[config.mk]
export PLATFORM = sky130hd
export DESIGN_NAME = t2crb_timer
export DESIGN_NICKNAME = d
export VERILOG_FILES = /design/src/common/t2crb_pkg.sv /design/src/t2crb_timer.sv
export SDC_FILE = /design/constraint.sdc
export NUM_CORES = 1
export LEC_CHECK = 0
export BUFFER_PORTS_ARGS = -buffer_cell sky130_fd_sc_hd__buf_2
export CELL_PAD_IN_SITES_DETAIL_PLACEMENT = 0
export CELL_PAD_IN_SITES_GLOBAL_PLACEMENT = 2
export CORE_MARGIN = 2
export CORE_UTILIZATION = 35
export CTS_BUF_LIST = sky130_fd_sc_hd__clkbuf_8
export DETAILED_ROUTE_END_ITERATION = 12
export PLACE_DENSITY_LB_ADDON = 0.1
export SYNTH_ARGS = -nofsm -noshare
export SYNTH_HDL_FRONTEND = slang
export SYNTH_SLANG_ARGS = --single-unit
[constraint.sdc]
create_clock -name pclk -period 3.8 [get_ports pclk]
set_clock_uncertainty 0.15 [all_clocks]
set_input_delay 0.76 -clock pclk [delete_from_list [all_inputs] [get_ports pclk]]
set_output_delay 0.76 -clock pclk [all_outputs]
set_load 0.1 [all_outputs]
[src/common/t2crb_pkg.sv]
// package for the timer 2 capture/reload/baud block: map, fields, resets, state
package t2crb_pkg;

	// ----------------------------------------------------------------
	// register indices (byte address = index * 4)
	// ----------------------------------------------------------------
	localparam logic [9:0] T2CRB_IDX_CONTROL   = 10'h0c8;
	localparam logic [9:0] T2CRB_IDX_MODE      = 10'h0c9;
	localparam logic [9:0] T2CRB_IDX_RCAP_LOW  = 10'h0ca;
	localparam logic [9:0] T2CRB_IDX_RCAP_HIGH = 10'h0cb;
	localparam logic [9:0] T2CRB_IDX_COUNT_LOW = 10'h0cc;
	localparam logic [9:0] T2CRB_IDX_COUNT_HIGH = 10'h0cd;

	// ----------------------------------------------------------------
	// field positions
	// ----------------------------------------------------------------
	localparam int T2CRB_CTL_OVF    = 7;
	localparam int T2CRB_CTL_EXT    = 6;
	localparam int T2CRB_CTL_RXSEL  = 5;
	localparam int T2CRB_CTL_TXSEL  = 4;
	localparam int T2CRB_CTL_EXEN   = 3;
	localparam int T2CRB_CTL_RUN    = 2;
	localparam int T2CRB_CTL_CTSEL  = 1;
	localparam int T2CRB_CTL_CPRL   = 0;
	localparam int T2CRB_MOD_HC_LSB = 4;
	localparam int T2CRB_MOD_CCLR   = 3;
	localparam int T2CRB_MOD_OE     = 1;
	localparam int T2CRB_MOD_DOWN_COUNT_ENABLE   = 0;

	// ----------------------------------------------------------------
	// reset values and tick dividers (pclk cycles per count)
	// ----------------------------------------------------------------
	localparam logic [7:0]  T2CRB_RESET_BYTE  = 8'h00;
	localparam logic [15:0] T2CRB_RESET_WORD  = 16'h0000;
	localparam logic [15:0] T2CRB_COUNT_MAX   = 16'hffff;
	localparam logic [3:0]  T2CRB_DIV_SLOW    = 4'hc;
	localparam logic [3:0]  T2CRB_DIV_FAST    = 4'h4;
	localparam logic [3:0]  T2CRB_DIV_BAUD    = 4'h2;

	typedef struct packed {
		logic ovf_flag;
		logic ext_flag;
		logic rx_baud_select;
		logic tx_baud_select;
		logic external_trigger_enable;
		logic run_control;
		logic counter_timer_select;
		logic capture_reload_select;
	} t2crb_ctl_type;

	typedef struct packed {
		logic [3:0] auto_clear_ext_irq;
		logic       capture_clear_enable;
		logic       clock_out_enable;
		logic       down_count_enable;
	} t2crb_mode_type;

	typedef struct packed {
		t2crb_ctl_type  ctl;
		t2crb_mode_type mode;
		logic [15:0]    rcap;
		logic [15:0]    count;
		logic [3:0]     presc;
		logic           trig_s1;
		logic           trig_s2;
		logic           trig_prev;
		logic           cnt_s1;
		logic           cnt_s2;
		logic           cnt_prev;
		logic           clk_out;
		logic           rx_tick;
		logic           tx_tick;
		logic [3:0]     irq_clear;
		logic [31:0]    rdata;
	} t2crb_state_type;

endpackage

[src/t2crb_timer.sv]
// timer 2 with capture, auto-reload, up/down count, baud ticks and clock out
`timescale 1ns/1ps

module t2crb_timer (
	input  wire logic        pclk,
	input  wire logic        presetn,
	input  wire logic [11:0] paddr,
	input  wire logic        psel,
	input  wire logic        penable,
	input  wire logic        pwrite,
	input  wire logic [31:0] pwdata,
	output logic      [31:0] prdata,
	output logic             pready,
	output logic             pslverr,
	input  wire logic        trigger_pin,
	input  wire logic        count_input_pin,
	input  wire logic        tick_speed_select,
	input  wire logic        timer1_overflow,
	input  wire logic [3:0]  ext_irq_ack,
	output logic      [3:0]  ext_irq_clear,
	output logic             rx_baud_tick,
	output logic             tx_baud_tick,
	output logic             clock_out,
	output logic             clock_out_oe,
	output logic             timer_irq
);

	t2crb_pkg::t2crb_state_type s_q;
	t2crb_pkg::t2crb_state_type s_d;

	logic        wr_en;
	logic        wr_ctl;
	logic        wr_mode;
	logic        wr_cnt;
	logic        wr_rcap;
	logic        hit;
	logic        baud;
	logic        trig_fall;
	logic        cnt_fall;
	logic        tick;
	logic        down;
	logic        dn_mode;
	logic        up_ovf;
	logic        dn_match;
	logic        ovf;
	logic        reload_mode;
	logic        edge_act;
	logic [3:0]  div;
	logic [31:0] rd_mux;

	function automatic logic idx_hit(input logic [11:0] a, input logic [9:0] idx);
		return (a[11:2] == idx) && (a[1:0] == 2'b00);
	endfunction

	// ----------------------------------------------------------------
	// apb slave: zero wait states, error on unmapped access
	// ----------------------------------------------------------------
	assign hit = idx_hit(paddr, t2crb_pkg::T2CRB_IDX_CONTROL)
		| idx_hit(paddr, t2crb_pkg::T2CRB_IDX_MODE)
		| idx_hit(paddr, t2crb_pkg::T2CRB_IDX_RCAP_LOW)
		| idx_hit(paddr, t2crb_pkg::T2CRB_IDX_RCAP_HIGH)
		| idx_hit(paddr, t2crb_pkg::T2CRB_IDX_COUNT_LOW)
		| idx_hit(paddr, t2crb_pkg::T2CRB_IDX_COUNT_HIGH);
	assign pready  = 1'b1;
	assign pslverr = psel & penable & ~hit;
	assign wr_en   = psel & penable & pwrite;
	assign wr_ctl  = wr_en & idx_hit(paddr, t2crb_pkg::T2CRB_IDX_CONTROL);
	assign wr_mode = wr_en & idx_hit(paddr, t2crb_pkg::T2CRB_IDX_MODE);
	assign wr_cnt  = wr_en & (idx_hit(paddr, t2crb_pkg::T2CRB_IDX_COUNT_LOW)
		| idx_hit(paddr, t2crb_pkg::T2CRB_IDX_COUNT_HIGH));
	assign wr_rcap = wr_en & (idx_hit(paddr, t2crb_pkg::T2CRB_IDX_RCAP_LOW)
		| idx_hit(paddr, t2crb_pkg::T2CRB_IDX_RCAP_HIGH));

	always_comb begin
		rd_mux = 32'h0000_0000;
		if (idx_hit(paddr, t2crb_pkg::T2CRB_IDX_CONTROL)) begin
			rd_mux[7:0] = s_q.ctl;
		end
		if (idx_hit(paddr, t2crb_pkg::T2CRB_IDX_MODE)) begin
			rd_mux[7:0] = {s_q.mode.auto_clear_ext_irq, s_q.mode.capture_clear_enable,
				1'b0, s_q.mode.clock_out_enable, s_q.mode.down_count_enable};
		end
		if (idx_hit(paddr, t2crb_pkg::T2CRB_IDX_RCAP_LOW)) begin
			rd_mux[7:0] = s_q.rcap[7:0];
		end
		if (idx_hit(paddr, t2crb_pkg::T2CRB_IDX_RCAP_HIGH)) begin
			rd_mux[7:0] = s_q.rcap[15:8];
		end
		if (idx_hit(paddr, t2crb_pkg::T2CRB_IDX_COUNT_LOW)) begin
			rd_mux[7:0] = s_q.count[7:0];
		end
		if (idx_hit(paddr, t2crb_pkg::T2CRB_IDX_COUNT_HIGH)) begin
			rd_mux[7:0] = s_q.count[15:8];
		end
	end

	// ----------------------------------------------------------------
	// timer decode
	// ----------------------------------------------------------------
	assign baud        = s_q.ctl.rx_baud_select | s_q.ctl.tx_baud_select;
	assign trig_fall   = s_q.trig_prev & ~s_q.trig_s2;
	assign cnt_fall    = s_q.cnt_prev & ~s_q.cnt_s2;
	assign reload_mode = baud | ~s_q.ctl.capture_reload_select;
	assign dn_mode     = s_q.mode.down_count_enable & reload_mode & ~baud;
	// trigger high counts up, low counts down
	assign down        = dn_mode & ~s_q.trig_s2;
	// with down count on in auto-reload mode outside baud mode, the trigger steers direction and does not reload
	assign edge_act    = trig_fall & s_q.ctl.external_trigger_enable & ~baud
		& ~dn_mode;

	always_comb begin
		if (baud) begin
			div = t2crb_pkg::T2CRB_DIV_BAUD;
		end else if (tick_speed_select) begin
			div = t2crb_pkg::T2CRB_DIV_FAST;
		end else begin
			div = t2crb_pkg::T2CRB_DIV_SLOW;
		end
	end

	// >= rather than == so a divider change mid-count cannot strand the prescaler
	assign tick = s_q.ctl.run_control & ((baud | ~s_q.ctl.counter_timer_select)
		? (s_q.presc >= 4'(div - 4'h1)) : cnt_fall);
	assign up_ovf   = tick & ~down & (s_q.count == t2crb_pkg::T2CRB_COUNT_MAX);
	assign dn_match = tick & down & (s_q.count == s_q.rcap);
	assign ovf      = up_ovf | dn_match;

	// ----------------------------------------------------------------
	// next state
	// ----------------------------------------------------------------
	always_comb begin
		s_d = s_q;
		s_d.trig_s1   = trigger_pin;
		s_d.trig_s2   = s_q.trig_s1;
		s_d.trig_prev = s_q.trig_s2;
		s_d.cnt_s1    = count_input_pin;
		s_d.cnt_s2    = s_q.cnt_s1;
		s_d.cnt_prev  = s_q.cnt_s2;

		if (!s_q.ctl.run_control || s_q.presc >= 4'(div - 4'h1)) begin
			s_d.presc = 4'h0;
		end else begin
			s_d.presc = 4'(s_q.presc + 4'h1);
		end

		if (up_ovf) begin
			s_d.count = reload_mode ? s_q.rcap : t2crb_pkg::T2CRB_RESET_WORD;
		end else if (dn_match) begin
			s_d.count = t2crb_pkg::T2CRB_COUNT_MAX;
		end else if (tick) begin
			s_d.count = down ? 16'(s_q.count - 16'h0001) : 16'(s_q.count + 16'h0001);
		end

		if (edge_act) begin
			if (s_q.ctl.capture_reload_select) begin
				s_d.rcap = s_q.count;
				if (s_q.mode.capture_clear_enable) begin
					s_d.count = t2crb_pkg::T2CRB_RESET_WORD;
				end
			end else begin
				s_d.count = s_q.rcap;
			end
		end

		// software writes to data registers take priority over hardware
		if (wr_en && idx_hit(paddr, t2crb_pkg::T2CRB_IDX_RCAP_LOW)) begin
			s_d.rcap[7:0] = pwdata[7:0];
		end
		if (wr_en && idx_hit(paddr, t2crb_pkg::T2CRB_IDX_RCAP_HIGH)) begin
			s_d.rcap[15:8] = pwdata[7:0];
		end
		if (wr_en && idx_hit(paddr, t2crb_pkg::T2CRB_IDX_COUNT_LOW)) begin
			s_d.count[7:0] = pwdata[7:0];
		end
		if (wr_en && idx_hit(paddr, t2crb_pkg::T2CRB_IDX_COUNT_HIGH)) begin
			s_d.count[15:8] = pwdata[7:0];
		end
		if (wr_mode) begin
			s_d.mode.auto_clear_ext_irq   = pwdata[t2crb_pkg::T2CRB_MOD_HC_LSB +: 4];
			s_d.mode.capture_clear_enable = pwdata[t2crb_pkg::T2CRB_MOD_CCLR];
			s_d.mode.clock_out_enable     = pwdata[t2crb_pkg::T2CRB_MOD_OE];
			s_d.mode.down_count_enable    = pwdata[t2crb_pkg::T2CRB_MOD_DOWN_COUNT_ENABLE];
		end
		if (wr_ctl) begin
			s_d.ctl = t2crb_pkg::t2crb_ctl_type'(pwdata[7:0]);
		end

		// hardware set wins over a software clear in the same cycle
		if (ovf && !baud) begin
			s_d.ctl.ovf_flag = 1'b1;
		end
		if (edge_act || (ovf && dn_mode)) begin
			s_d.ctl.ext_flag = 1'b1;
		end

		s_d.rx_tick = s_q.ctl.rx_baud_select ? (up_ovf & baud) : timer1_overflow;
		s_d.tx_tick = s_q.ctl.tx_baud_select ? (up_ovf & baud) : timer1_overflow;

		if (!s_q.mode.clock_out_enable) begin
			s_d.clk_out = 1'b0;
		end else if (ovf) begin
			s_d.clk_out = ~s_q.clk_out;
		end

		s_d.irq_clear = ext_irq_ack & s_q.mode.auto_clear_ext_irq;

		if (psel && !penable) begin
			s_d.rdata = rd_mux;
		end
	end

	always_ff @(posedge pclk or negedge presetn) begin
		if (!presetn) begin
			s_q <= '0;
		end else begin
			s_q <= s_d;
		end
	end

	assign prdata        = s_q.rdata;
	assign ext_irq_clear = s_q.irq_clear;
	assign rx_baud_tick  = s_q.rx_tick;
	assign tx_baud_tick  = s_q.tx_tick;
	assign clock_out     = s_q.clk_out;
	assign clock_out_oe  = s_q.mode.clock_out_enable;
	// level request; software write of the external flag also raises it
	assign timer_irq     = s_q.ctl.ovf_flag | s_q.ctl.ext_flag;

	// ----------------------------------------------------------------
	// assertions
	// ----------------------------------------------------------------
	property p_ovf_sets;
		@(posedge pclk) disable iff (!presetn)
		(ovf && !baud) |=> s_q.ctl.ovf_flag;
	endproperty
	a_ovf_sets: assert property (p_ovf_sets) else $error("overflow flag not set");

	property p_baud_no_flag;
		@(posedge pclk) disable iff (!presetn)
		(baud && !wr_ctl && !s_q.ctl.ovf_flag) |=> !s_q.ctl.ovf_flag;
	endproperty
	a_baud_no_flag: assert property (p_baud_no_flag) else $error("flag set in baud mode");

	property p_dn_match;
		@(posedge pclk) disable iff (!presetn)
		(dn_match && !wr_cnt) |=> (s_q.count == 16'hffff) && s_q.ctl.ovf_flag;
	endproperty
	a_dn_match: assert property (p_dn_match) else $error("down match not handled");

	property p_ext_edge;
		@(posedge pclk) disable iff (!presetn)
		edge_act |=> s_q.ctl.ext_flag && timer_irq;
	endproperty
	a_ext_edge: assert property (p_ext_edge) else $error("external flag missed");

	property p_run_hold;
		@(posedge pclk) disable iff (!presetn)
		(!s_q.ctl.run_control && !wr_cnt && !edge_act) |=> $stable(s_q.count);
	endproperty
	a_run_hold: assert property (p_run_hold) else $error("count moved while stopped");

	property p_reload;
		@(posedge pclk) disable iff (!presetn)
		(up_ovf && reload_mode && !edge_act && !wr_cnt) |=> (s_q.count == $past(s_q.rcap));
	endproperty
	a_reload: assert property (p_reload) else $error("reload value not loaded");

	property p_capture;
		@(posedge pclk) disable iff (!presetn)
		(edge_act && s_q.ctl.capture_reload_select && !wr_rcap)
			|=> (s_q.rcap == $past(s_q.count));
	endproperty
	a_capture: assert property (p_capture) else $error("capture value wrong");

	property p_capclr;
		@(posedge pclk) disable iff (!presetn)
		(edge_act && s_q.ctl.capture_reload_select && s_q.mode.capture_clear_enable
			&& !wr_cnt) |=> (s_q.count == 16'h0000);
	endproperty
	a_capclr: assert property (p_capclr) else $error("count not cleared on capture");

	property p_baud_pulse;
		@(posedge pclk) disable iff (!presetn)
		(up_ovf && baud && s_q.ctl.rx_baud_select) |=> rx_baud_tick ##1 !rx_baud_tick;
	endproperty
	a_baud_pulse: assert property (p_baud_pulse) else $error("baud pulse wrong");

	property p_baud_rate;
		@(posedge pclk) disable iff (!presetn)
		(tick && baud && $stable(baud)) |=> !tick ##1 (tick || !s_q.ctl.run_control || !baud);
	endproperty
	a_baud_rate: assert property (p_baud_rate) else $error("baud tick not every 2");

	property p_hc;
		@(posedge pclk) disable iff (!presetn)
		(ext_irq_ack[0] && s_q.mode.auto_clear_ext_irq[0]) |=> ext_irq_clear[0];
	endproperty
	a_hc: assert property (p_hc) else $error("auto clear not issued");

	property p_count_up;
		@(posedge pclk) disable iff (!presetn)
		(tick && !down && !up_ovf && !edge_act && !wr_cnt)
			|=> (s_q.count == 16'($past(s_q.count) + 16'h0001));
	endproperty
	a_count_up: assert property (p_count_up) else $error("count did not advance");

	property p_count_down;
		@(posedge pclk) disable iff (!presetn)
		(tick && s_q.mode.down_count_enable && !s_q.ctl.capture_reload_select && !baud
			&& !s_q.trig_s2 && !dn_match && !wr_cnt)
			|=> (s_q.count == 16'($past(s_q.count) - 16'h0001));
	endproperty
	a_count_down: assert property (p_count_down) else $error("count did not go down");

	property p_capture_wrap;
		@(posedge pclk) disable iff (!presetn)
		(up_ovf && s_q.ctl.capture_reload_select && !baud && !edge_act && !wr_cnt)
			|=> (s_q.count == 16'h0000);
	endproperty
	a_capture_wrap: assert property (p_capture_wrap) else $error("wrap not zero");

	property p_edge_reload;
		@(posedge pclk) disable iff (!presetn)
		(edge_act && !s_q.ctl.capture_reload_select && !wr_cnt)
			|=> (s_q.count == $past(s_q.rcap));
	endproperty
	a_edge_reload: assert property (p_edge_reload) else $error("edge reload wrong");

	property p_rcap_hold;
		@(posedge pclk) disable iff (!presetn)
		(!edge_act && !wr_rcap) |=> $stable(s_q.rcap);
	endproperty
	a_rcap_hold: assert property (p_rcap_hold) else $error("reload register moved");

	property p_sw_flag;
		@(posedge pclk) disable iff (!presetn)
		(wr_ctl && !ovf) |=> (s_q.ctl.ovf_flag == $past(pwdata[t2crb_pkg::T2CRB_CTL_OVF]));
	endproperty
	a_sw_flag: assert property (p_sw_flag) else $error("overflow flag write lost");

	property p_trig_sync;
		@(posedge pclk) disable iff (!presetn)
		trig_fall |-> (!$past(trigger_pin, 2) && $past(trigger_pin, 3));
	endproperty
	a_trig_sync: assert property (p_trig_sync) else $error("trigger fall not synced");

	property p_clk_off;
		@(posedge pclk) disable iff (!presetn)
		!s_q.mode.clock_out_enable |=> !clock_out;
	endproperty
	a_clk_off: assert property (p_clk_off) else $error("clock out while disabled");

	property p_clk_toggle;
		@(posedge pclk) disable iff (!presetn)
		(ovf && s_q.mode.clock_out_enable) |=> (clock_out != $past(clock_out));
	endproperty
	a_clk_toggle: assert property (p_clk_toggle) else $error("clock out did not toggle");

	property p_tx_timer1;
		@(posedge pclk) disable iff (!presetn)
		!s_q.ctl.tx_baud_select |=> (tx_baud_tick == $past(timer1_overflow));
	endproperty
	a_tx_timer1: assert property (p_tx_timer1) else $error("tx tick not from timer 1");

	property p_rx_timer1;
		@(posedge pclk) disable iff (!presetn)
		!s_q.ctl.rx_baud_select |=> (rx_baud_tick == $past(timer1_overflow));
	endproperty
	a_rx_timer1: assert property (p_rx_timer1) else $error("rx tick not from timer 1");

endmodule

==> out/metrics.csv, run 1 <==
stage,metric,value,unit
layout,final_net_count,681,
clock_network,post_cts_buffers,0,
clock_network,maximum_clock_insertion_buffer_count,2,
floorplan,start_util,35.66,%
power_and_ir_drop,power.combinational.fraction,32.1,%
timing,max_slew.worst_pin.slew,0.9640,ns
floorplan,io_pins,100,
timing,fmaxAchievable,293.8,MHz
placed_design,dp_slack,0.4282,ns
grt,number_of_global_route_vias_before_repair,4497,
clock_network,cts-hold-fix-buffers,0,
layout,layout-drive-gt1-share,20.35,%
power_and_ir_drop,p_sw,968.3,uW
placed_design,global_placer_s_final_weighted_congestion,0.8825,
timing,worst_slew_margin_rel,35.74,%
yosys,async_flop_share,100.0,%
power_and_ir_drop,cellLeakagePower,2.453,nW
clock_network,cts_sink_cnt,72,
clock_network,numCtsBuffers,9,
floorplan,placementRows,44,
floorplan,floorplan.die.width,125.5,microns
yosys,synthesis.yosys.warnings,0,
yosys,ys_ff_latch,72,
setup_path,worst-setup-path-type,flip-flop to flip-flop,
power_and_ir_drop,power-per-cell-area,426.8,mW/mm^2
clock_network,clockRootBuffer,sky130_fd_sc_hd__clkbuf_8,
timing,finalCriticalPeriod,3.404,ns
floorplan,chipHeight,125.5,microns
outcome,outcome,completed,
yosys,avgSynthCellArea,8.780,sq um
clock_network,cts_htree_levels,3,
yosys,synth-edff-count,0,
setup_path,crit_path_start_kind,flip-flop,
timing,grt_setup_unrepaired,false,
placed_design,portBuffers,50,
routing,remaining_drc_errors,0,
routing,avgRoutedWirePerCell,21.74,microns
layout,layout.filler_cells,1508,
routing,drt_first_pass_iters,5,
routing,route.antenna.remaining_nets,0,
routing,detail_route.iter0.violations,377,
setup_path,cp_data_arrival_time,3.49,ns
power_and_ir_drop,vdd_ir_drop_max,0.2209,mV
layout,n_antenna_cell,0,
routing,totalWireLength,17570,microns
routing,vias,4613,
grt,grt_use_total,22.70,%
yosys,post_synth_inst_count,588,
setup_path,timing.critical_path.fanout_max,6,
layout,cell_count_final_fillers_out,808,
power_and_ir_drop,switching_share,40.07,%
clock_network,insertion_delay,0.37,ns
yosys,portion_of_the_post_synthesis_area_used_by_sequential_elements,34.90,%
timing,final.setup.worst_slack,0.3963,ns
worst_hold_path,holdCritPathClass,flip-flop to flip-flop,
floorplan,floorplan.core_area,0.01448,sq mm
flow_run,max-cap-violations,0,
power_and_ir_drop,share_seq_of_total_power,39.2,%
yosys,synth-main-ff-cell,sky130_fd_sc_hd__dfrtp_1,
clock_network,cts_resized,0,
routing,post_drt_via_cell_ratio,5.709,
yosys,synthesis.area,0.005162,sq mm
yosys,post_synth_num_cell_types,70,
clock_network,clock_tree_from_tritoncts,built,
timing,totalNegativeSetupSlack,0,ns
timing,layout_worst_path_cycle_share,89.57,%
power_and_ir_drop,share_of_power_burned_in_the_clock_network,28.7,%
timing,timing.final.setup_violations,0,
grt,grt_max_degree,73,
grt,grt_pass1_wl,27170,microns
grt,grt-ovfl-total,0,
setup_path,end_kind,flip-flop,
grt,grt_antenna_before_repair,0,
timing,hold_violations_final,0,
setup_path,worst_ep_required_time,3.88,ns
placed_design,placed_cells_incl_taps,793,
layout,synthToLayoutAreaGrowth,9.670,%
clock_network,clkSlewWorstSetupHoldPaths,0.08,ns
timing,maxSlewViolCount,0,
floorplan,die_footprint,0.01574,sq mm
power_and_ir_drop,intPower,1.448,mW
placed_design,detailedPlacementHpwl,12730,microns
[layout by cell type (no fill, tap or decap), types with 3 or more instances in the layout]
cell                        instances
sky130_fd_sc_hd__inv_1              8
sky130_fd_sc_hd__nor2b_1            3
sky130_fd_sc_hd__o31ai_1            3
sky130_fd_sc_hd__nand4_1           11
sky130_fd_sc_hd__mux2_2            14
sky130_fd_sc_hd__nand3_1           24
sky130_fd_sc_hd__a22oi_1            4
sky130_fd_sc_hd__nand2_1           37
sky130_fd_sc_hd__dfrtp_1           72
sky130_fd_sc_hd__ha_1               4
sky130_fd_sc_hd__mux4_2             4
sky130_fd_sc_hd__o21ai_0           27
sky130_fd_sc_hd__nor4_1            13
sky130_fd_sc_hd__nand2b_1           4
sky130_fd_sc_hd__and3_1            11
sky130_fd_sc_hd__buf_2             49
sky130_fd_sc_hd__and4_1             3
sky130_fd_sc_hd__nor3b_1            3
sky130_fd_sc_hd__nor3_1            10
sky130_fd_sc_hd__mux2i_1           30
sky130_fd_sc_hd__conb_1            25
sky130_fd_sc_hd__xnor2_1           11
sky130_fd_sc_hd__a211oi_1           3
sky130_fd_sc_hd__o2111ai_1          3
sky130_fd_sc_hd__or2_2              5
sky130_fd_sc_hd__a211o_1            3
sky130_fd_sc_hd__o211ai_1           3
sky130_fd_sc_hd__o21a_1             4
sky130_fd_sc_hd__and2_1            11
sky130_fd_sc_hd__a21oi_1           57
sky130_fd_sc_hd__clkbuf_8           9
sky130_fd_sc_hd__nor2_1            56
sky130_fd_sc_hd__a221oi_1           4
sky130_fd_sc_hd__or3_1             11
sky130_fd_sc_hd__xor2_1            15
sky130_fd_sc_hd__o21ai_1            3
sky130_fd_sc_hd__buf_4             27
[sequential cells by signal, summed over array words and instances, names as in the netlist]
| register | count |
|---|---|
| clock_out | 1 |
| prdata | 8 |
| rx_baud_tick | 1 |
| clock_out_oe | 1 |
| s_d | 4 |
| ext_irq_clear | 4 |
| s_q | 52 |
| tx_baud_tick | 1 |
[metrics by stage]
step                power, mW  area [sq um]  hold slack [ns]  utilization, %
global placement        1.721          5444           0.1958           37.60
global route            2.547          5662           0.2378           39.10
detailed placement      1.727          5444           0.1960           37.60
CTS                     2.433          5662           0.2176           39.10
floorplan               1.507          5249           0.1812               -
finish                  2.416          5662           0.2134           39.10
[area by class of cell]
cell class | instances | area [sq um] | area share (%)
clock buffer | 9 | 123.9 | 2.188
clock inverter | 6 | 93.84 | 1.657
inverter | 8 | 30.03 | 0.5304
multi-input combinational | 453 | 2934 | 51.82
sequential | 72 | 1802 | 31.82
tap | 184 | 230.2 | 4.066
timing repair buffer | 76 | 447.9 | 7.912
[Yosys cell counts (3+ instances only)]
cell	count	share of area (%)
sky130_fd_sc_hd__clkbuf_1	22	1.6
sky130_fd_sc_hd__and2_1	11	1.3
sky130_fd_sc_hd__a22oi_1	4	0.58
sky130_fd_sc_hd__nand2b_1	4	0.48
sky130_fd_sc_hd__or3_1	11	1.3
sky130_fd_sc_hd__nor4_1	13	1.6
sky130_fd_sc_hd__xnor2_1	11	1.9
sky130_fd_sc_hd__buf_4	39	5.7
sky130_fd_sc_hd__o21ai_0	27	2.6
sky130_fd_sc_hd__buf_2	11	1.1
sky130_fd_sc_hd__mux4_2	4	1.7
sky130_fd_sc_hd__nor2b_1	3	0.36
sky130_fd_sc_hd__ha_1	4	0.97
sky130_fd_sc_hd__nand4_1	11	1.3
sky130_fd_sc_hd__dfrtp_1	72	35
sky130_fd_sc_hd__o21a_1	4	0.58
sky130_fd_sc_hd__and3_1	11	1.3
sky130_fd_sc_hd__or2_2	5	0.61
sky130_fd_sc_hd__nand2_1	37	2.7
sky130_fd_sc_hd__a221oi_1	4	0.68
sky130_fd_sc_hd__o21ai_1	3	0.29
sky130_fd_sc_hd__a211o_1	3	0.51
sky130_fd_sc_hd__buf_6	4	0.87
sky130_fd_sc_hd__a21oi_1	57	5.5
sky130_fd_sc_hd__nor3b_1	3	0.44
sky130_fd_sc_hd__nor2_1	56	4.1
sky130_fd_sc_hd__mux2i_1	30	5.8
sky130_fd_sc_hd__o211ai_1	3	0.44
sky130_fd_sc_hd__mux2_2	14	3.1
sky130_fd_sc_hd__and4_1	3	0.51
sky130_fd_sc_hd__inv_1	8	0.58
sky130_fd_sc_hd__nor3_1	10	0.97
sky130_fd_sc_hd__nand3_1	24	2.3
sky130_fd_sc_hd__xor2_1	15	2.5
sky130_fd_sc_hd__o31ai_1	3	0.44
sky130_fd_sc_hd__a211oi_1	3	0.44
sky130_fd_sc_hd__o2111ai_1	3	0.51
[layer usage]
layer  track usage, %  wire length [microns]  vias up
met3            5.520                   1242       25
met1            31.62                   7998     2270
li1                 -                      -     2118
met2            35.07                   7944      200
met5                0                      0        -
met4            6.601                    380        0
[power by group through the flow]
stage | Sequential (mW) | Combinational [mW] | Clock (mW)
detailed placement | 0.959 | 0.768 | 0
global placement | 0.956 | 0.765 | 0
CTS | 0.943 | 0.770 | 0.720
floorplan | 0.885 | 0.623 | 0
global route | 0.956 | 0.842 | 0.749
finish | 0.947 | 0.775 | 0.695
[worst max-delay path, cell delays in order, from the launching register on]
cell and delay [ns]:
sky130_fd_sc_hd__dfrtp_1 0.48, sky130_fd_sc_hd__nor4b_2 0.50, sky130_fd_sc_hd__nand2_1 0.15, sky130_fd_sc_hd__xnor2_1 0.15, sky130_fd_sc_hd__ha_1 0.27, sky130_fd_sc_hd__or3_4 0.43, sky130_fd_sc_hd__a211o_1 0.39, sky130_fd_sc_hd__a2111oi_4 0.34
sky130_fd_sc_hd__o21ai_2 0.08, sky130_fd_sc_hd__xor2_1 0.23, sky130_fd_sc_hd__a31oi_1 0.11
[worst paths after layout]
kind | start | slack (ns) | depth (start not counted) | endpoint
hold reg to reg | s_d[40]$_DFF_PN0_ | 0.21 | 0 | s_d[39]$_DFF_PN0_
min in group asynchronous | presetn | 0.39 | 1 | prdata[2]$_DFFE_PN0P_
setup reg to reg | s_q[92]$_DFFE_PN0P_ | 0.40 | 10 | s_q[63]$_DFF_PN0_
hold / removal | s_d[40]$_DFF_PN0_ | 0.21 | 0 | s_d[39]$_DFF_PN0_
max in group asynchronous | presetn | 2.48 | 1 | s_q[58]$_DFF_PN0_
setup / recovery | s_q[92]$_DFFE_PN0P_ | 0.40 | 10 | s_q[63]$_DFF_PN0_
[logic make-up after synthesis]
logic type | after synthesis | synth area share [%]
buffers and inverters | 86 | 9.937
adder cells (fa/ha/maj) | 4 | 0.9695
AO/OA/AOI/OAI | 133 | 16.38
AND/OR/NAND/NOR | 216 | 22.42
XOR/XNOR | 26 | 4.411
other | 2 | 0.1455
multiplexers | 49 | 10.83
flip-flops | 72 | 34.90
Power figures use the tool's default switching activity.
==> run 2, diff against run 1 <==
- CORE_ASPECT_RATIO: default -> 0.5
==> out/metrics.csv, run 2 (synthesis gave the netlist of run 1 again) <==
stage,metric,value,unit
timing,fmaxAchievable,285.9,MHz
layout,layout-drive-gt1-share,21.02,%
placed_design,detailedPlacementHpwl,13280,microns
layout,multi_input_area,0.002937,sq mm
clock_network,clockRootBuffer,sky130_fd_sc_hd__clkbuf_8,
placed_design,detailed_place.area,0.005487,sq mm
setup_path,end_kind,flip-flop,
power_and_ir_drop,vdd_ir_drop_max,0.2589,mV
floorplan,chipHeight,89.88,microns
routing,route.antenna.remaining_nets,0,
power_and_ir_drop,power-per-cell-area,428.8,mW/mm^2
setup_path,reg2reg_setup_slack,0.30,ns
clock_network,numCtsBuffers,9,
layout,design_area,0.005713,sq mm
layout,seq_cell_area,0.001802,sq mm
layout,final_net_count,684,
grt,grt-ovfl-total,0,
layout,layout.cells.most_common_list,"sky130_fd_sc_hd__dfrtp_1 (72), sky130_fd_sc_hd__a21oi_1 (57), sky130_fd_sc_hd__nor2_1 (55)",
layout,layout.cells.most_common,sky130_fd_sc_hd__dfrtp_1,
floorplan,io_pins,100,
timing,totalNegativeSetupSlack,0,ns
power_and_ir_drop,switching_share,40.56,%
clock_network,post_cts_buffers,0,
routing,detail_route.iter0.violations,437,
setup_path,setup.worst_path.end,s_q[63]$_DFF_PN0_,
clock_network,insertion_delay,0.37,ns
routing,remaining_drc_errors,0,
power_and_ir_drop,share_of_power_burned_in_the_clock_network,29.9,%
floorplan,die_footprint,0.01580,sq mm
setup_path,worst_r2r_startpoint,s_q[92]$_DFFE_PN0P_,
power_and_ir_drop,cellLeakagePower,2.480,nW
placed_design,portBuffers,50,
timing,max_slew.worst_pin.slew,1.033,ns
routing,totalWireLength,18280,microns
power_and_ir_drop,power.combinational.fraction,32.5,%
setup_path,crit_path_cell_trace,"nor4b_2, nand2_1, xnor2_1, ha_1, or3_4, a211o_1, a2111oi_4, o21ai_2, xor2_1, a31oi_1",
setup_path,cp_slowest_stage_delay,0.53,ns
timing,maxSlewViolCount,0,
setup_path,crit_path_start_kind,flip-flop,
placed_design,global_placer_s_final_weighted_congestion,0.8465,
clock_network,cts_sink_cnt,72,
power_and_ir_drop,finalPower,2.450,mW
grt,grt_antenna_before_repair,0,
setup_path,timing.rr.end,s_q[63]$_DFF_PN0_,
setup_path,critical_path_cell_with_the_highest_stage_delay,sky130_fd_sc_hd__dfrtp_1,
timing,finalCriticalPeriod,3.498,ns
layout,register_with_the_highest_flop_count,s_q,
worst_hold_path,holdCritPathClass,flip-flop to flip-flop,
setup_path,worst_ep_required_time,3.90,ns
setup_path,worst-setup-path-type,flip-flop to flip-flop,
flow_run,max-cap-violations,0,
layout,largest_register_ff_count,52,
clock_network,maximum_clock_insertion_buffer_count,2,
placed_design,dp_slack,0.3819,ns
timing,layout_worst_path_cycle_share,92.04,%
setup_path,timing.critical_path.fanout_max,6,
routing,avgRoutedWirePerCell,22.13,microns
worst_hold_path,number_of_cells_on_the_worst_hold_path,0,
layout,synthToLayoutAreaGrowth,10.66,%
grt,grt_pass1_wl,27840,microns
timing,timing.final.setup_violations,0,
routing,post_drt_via_cell_ratio,5.515,
layout,layout.filler_cells,1497,
floorplan,floorplan.die.width,175.8,microns
grt,number_of_global_route_vias_before_repair,4205,
clock_network,cts_resized,0,
clock_network,cts-hold-fix-buffers,0,
power_and_ir_drop,share_seq_of_total_power,37.7,%
floorplan,placementRows,31,
floorplan,start_util,35.78,%
routing,vias,4555,
setup_path,cp_data_arrival_time,3.60,ns
timing,hold_violations_final,0,
grt,grt_use_total,23.83,%
timing,worst_slew_margin_rel,30.56,%
setup_path,rr_worst_depth,10,
clock_network,cts_htree_levels,3,
power_and_ir_drop,p_sw,993.7,uW
clock_network,clkSlewWorstSetupHoldPaths,0.09,ns
timing,grt_setup_unrepaired,false,
power_and_ir_drop,intPower,1.456,mW
clock_network,clock_tree_from_tritoncts,built,
outcome,outcome,completed,
routing,drt_first_pass_iters,7,
floorplan,floorplan.core_area,0.01443,sq mm
timing,final.setup.worst_slack,0.3024,ns
layout,n_antenna_cell,0,
setup_path,worst_setup_path_startpoint,s_q[92]$_DFFE_PN0P_,
grt,grt_max_degree,73,
-- run 2: changes by cell type in the layout (fill, tap and decap cells not counted) --
cell	change
sky130_fd_sc_hd__buf_4	+3
sky130_fd_sc_hd__clkinv_2	+1
sky130_fd_sc_hd__clkinv_4	-1
sky130_fd_sc_hd__clkinvlp_4	-1
sky130_fd_sc_hd__inv_6	+1
sky130_fd_sc_hd__inv_8	+1
sky130_fd_sc_hd__nor2_1	-1
sky130_fd_sc_hd__nor2_2	+1
-- run 2: worst min-delay path by stage --
stage	slack (ns)	startpoint	end
2_1_floorplan	0.18	s_d[40]$_DFF_PN0_	s_d[39]$_DFF_PN0_
6_report	0.20	s_d[43]$_DFF_PN0_	s_d[42]$_DFF_PN0_
5_1_grt	0.21	s_d[40]$_DFF_PN0_	s_d[39]$_DFF_PN0_
3_5_place_dp	0.18	s_d[43]$_DFF_PN0_	s_d[42]$_DFF_PN0_
3_3_place_gp	0.18	s_d[43]$_DFF_PN0_	s_d[42]$_DFF_PN0_
4_1_cts	0.21	s_d[40]$_DFF_PN0_	s_d[39]$_DFF_PN0_
-- run 2: power groups by stage --
stage,Combinational [mW],Clock (mW),Sequential (mW)
global placement,0.787,0,0.937
CTS,0.785,0.748,0.921
detailed placement,0.781,0,0.936
finish,0.795,0.732,0.923
global route,0.863,0.786,0.933
floorplan,0.623,0,0.885
-- run 2: worst max-delay path: cells and delay by family, from the launching register on --
| family | cells | cell delay, ns |
|---|---|---|
| flip-flops | 1 | 0.53 |
| XOR/XNOR | 2 | 0.45 |
| adder cells (fa/ha/maj) | 1 | 0.27 |
| AND/OR/NAND/NOR | 3 | 1.06 |
| AO/OA/AOI/OAI | 4 | 0.91 |
-- run 2: metrics by stage --
stage / hold slack, ns / util, % / instances
detailed placement: 0.1847 / 38.02 / 810
global route: 0.2139 / 39.59 / 826
CTS: 0.2065 / 39.59 / 826
finish: 0.2045 / 39.59 / 826
floorplan: 0.1812 / - / 611
global placement: 0.1826 / 38.02 / 810
-- run 2: area by class of cell --
cell class	count	share of cell area [%]
multi-input combinational	453	51.40
sequential	72	31.54
timing repair buffer	79	8.235
tap	198	4.336
clock buffer	9	2.168
clock inverter	7	1.796
inverter	8	0.5256
-- run 2: per-layer routing --
metal / GRT usage, % / wire [microns] / vias up
li1: - / - / 2120
met1: 37.39 / 9373 / 2215
met2: 33.69 / 7379 / 208
met3: 4.569 / 1362 / 12
met4: 4.339 / 162 / 0
met5: 0 / 0 / -
==> run 3, diff against run 2 <==
- GPL_TIMING_DRIVEN: default -> 1
- PLACE_DENSITY: default -> 0.94
- PLACE_DENSITY_LB_ADDON: 0.1 -> default
==> out/metrics.csv, run 3 (synthesis gave the netlist of run 1 again) <==
stage,metric,value,unit
grt,number_of_global_route_vias_before_repair,4306,
outcome,outcome,completed,
grt,grt_antenna_before_repair,0,
layout,final_net_count,679,
routing,detail_route.iter0.violations,484,
worst_hold_path,number_of_cells_on_the_worst_hold_path,0,
clock_network,post_cts_buffers,0,
clock_network,insertion_delay,0.36,ns
layout,register_with_the_highest_flop_count,s_q,
floorplan,placementRows,31,
power_and_ir_drop,finalPower,2.412,mW
layout,layout.cells.most_common_list,"sky130_fd_sc_hd__dfrtp_1 (72), sky130_fd_sc_hd__a21oi_1 (57), sky130_fd_sc_hd__nor2_1 (56)",
routing,totalWireLength,16260,microns
power_and_ir_drop,vdd_ir_drop_max,0.1552,mV
grt,grt_use_total,20.71,%
grt,top_usage_layer,met1,
floorplan,io_pins,100,
floorplan,chipHeight,89.88,microns
setup_path,rr_worst_depth,10,
setup_path,crit_path_start_kind,flip-flop,
grt,global_route.usage.met1,30.86,%
setup_path,worst_ep_required_time,3.93,ns
timing,maxSlewViolCount,0,
routing,route.antenna.remaining_nets,0,
timing,fmaxAchievable,283.2,MHz
power_and_ir_drop,cellLeakagePower,2.453,nW
floorplan,floorplan.die.width,175.8,microns
clock_network,cts_htree_levels,3,
clock_network,cts_sink_cnt,72,
power_and_ir_drop,power-per-cell-area,424.9,mW/mm^2
layout,design_area,0.005678,sq mm
routing,remaining_drc_errors,0,
routing,drt_first_pass_iters,5,
routing,post_drt_via_cell_ratio,5.639,
setup_path,cp_data_arrival_time,3.66,ns
clock_network,clockRootBuffer,sky130_fd_sc_hd__clkbuf_8,
timing,worst_slew_margin_rel,36.81,%
timing,totalNegativeSetupSlack,0,ns
layout,final_core_density,39.35,%
setup_path,timing.critical_path.fanout_max,11,
setup_path,worst-setup-path-type,flip-flop to flip-flop,
layout,synthToLayoutAreaGrowth,9.986,%
placed_design,portBuffers,50,
grt,grt-ovfl-total,0,
timing,layout_worst_path_cycle_share,92.93,%
clock_network,numCtsBuffers,9,
clock_network,cts-hold-fix-buffers,0,
placed_design,global_placer_s_final_weighted_congestion,0.9548,
floorplan,floorplan.core_area,0.01443,sq mm
timing,finalCriticalPeriod,3.531,ns
clock_network,clock_tree_from_tritoncts,built,
timing,grt_setup_unrepaired,false,
timing,fin_hold_ws,0.2048,ns
layout,layout-drive-gt1-share,20.06,%
placed_design,detailedPlacementHpwl,12040,microns
layout,n_antenna_cell,0,
timing,hold_violations_final,0,
clock_network,cts_resized,0,
grt,grt_pass1_wl,25360,microns
timing,timing.final.setup_violations,0,
grt,grt_max_degree,73,
floorplan,start_util,35.78,%
grt,globalRouteMet2Util,29.92,%
layout,layout.filler_cells,1481,
layout,layout.cells.most_common,sky130_fd_sc_hd__dfrtp_1,
routing,avgRoutedWirePerCell,19.80,microns
routing,vias,4630,
floorplan,die_footprint,0.01580,sq mm
setup_path,end_kind,flip-flop,
layout,largest_register_ff_count,52,
flow_run,max-cap-violations,0,
grt,groute.layer.met3.usage,6.049,%
placed_design,detailed_place.area,0.005446,sq mm
clock_network,maximum_clock_insertion_buffer_count,2,
timing,max_slew.worst_pin.slew,0.9478,ns
clock_network,clkSlewWorstSetupHoldPaths,0.08,ns
worst_hold_path,holdCritPathClass,flip-flop to flip-flop,
## run 3: per-stage QoR
| step | setup slack, ns | std cells |
|---|---|---|
| after global routing | 0.1549 | 821 |
| after floorplan | 0.6766 | 611 |
| after detailed placement | 0.3587 | 805 |
| after global placement | 0.4086 | 805 |
| final | 0.2686 | 821 |
| after CTS | 0.3347 | 821 |
## run 3: power breakdown
group          internal, mW  total [mW]  switching [mW]
logic                 0.252       0.788           0.536
clock network         0.405       0.712           0.307
registers             0.822       0.913          0.0912
total                  1.48        2.41           0.934
## run 3: layout make-up
type / instances / area (sq um) / share of cell area, %
Timing Repair Buffer: 74 / 432.9 / 7.624
Clock inverter: 5 / 80.08 / 1.410
Inverter: 8 / 30.03 / 0.5289
Sequential cell: 72 / 1802 / 31.73
Clock buffer: 11 / 151.4 / 2.666
Tap cell: 198 / 247.7 / 4.363
Multi-Input combinational cell: 453 / 2934 / 51.67
## run 3: worst paths after layout
kind / start / endpoint / slack, ns
worst min-delay path: s_d[40]$_DFF_PN0_ / s_d[39]$_DFF_PN0_ / 0.20
worst max-delay path: s_q[88]$_DFFE_PN0P_ / s_q[63]$_DFF_PN0_ / 0.27
max in group asynchronous: presetn / prdata[7]$_DFFE_PN0P_ / 2.48
min in group asynchronous: presetn / s_d[39]$_DFF_PN0_ / 0.37
worst max register to register: s_q[88]$_DFFE_PN0P_ / s_q[63]$_DFF_PN0_ / 0.27
worst min register to register: s_d[40]$_DFF_PN0_ / s_d[39]$_DFF_PN0_ / 0.20
## run 3: worst max-delay path: stages (launching register included)
cell	delay [ns]
sky130_fd_sc_hd__dfrtp_1	0.54
sky130_fd_sc_hd__nor4b_2	0.61
sky130_fd_sc_hd__nand2_1	0.18
sky130_fd_sc_hd__xnor2_1	0.16
sky130_fd_sc_hd__ha_1	0.24
sky130_fd_sc_hd__or3_4	0.42
sky130_fd_sc_hd__a211o_1	0.38
sky130_fd_sc_hd__a2111oi_4	0.34
sky130_fd_sc_hd__o21ai_2	0.08
sky130_fd_sc_hd__xor2_1	0.16
sky130_fd_sc_hd__a31oi_1	0.18
## run 3: routing by layer
metal | up-vias | part of all wire (%)
met5 | - | 0
met4 | 0 | 0.84
met3 | 18 | 9.7
met2 | 237 | 43
met1 | 2255 | 47
li1 | 2120 | -
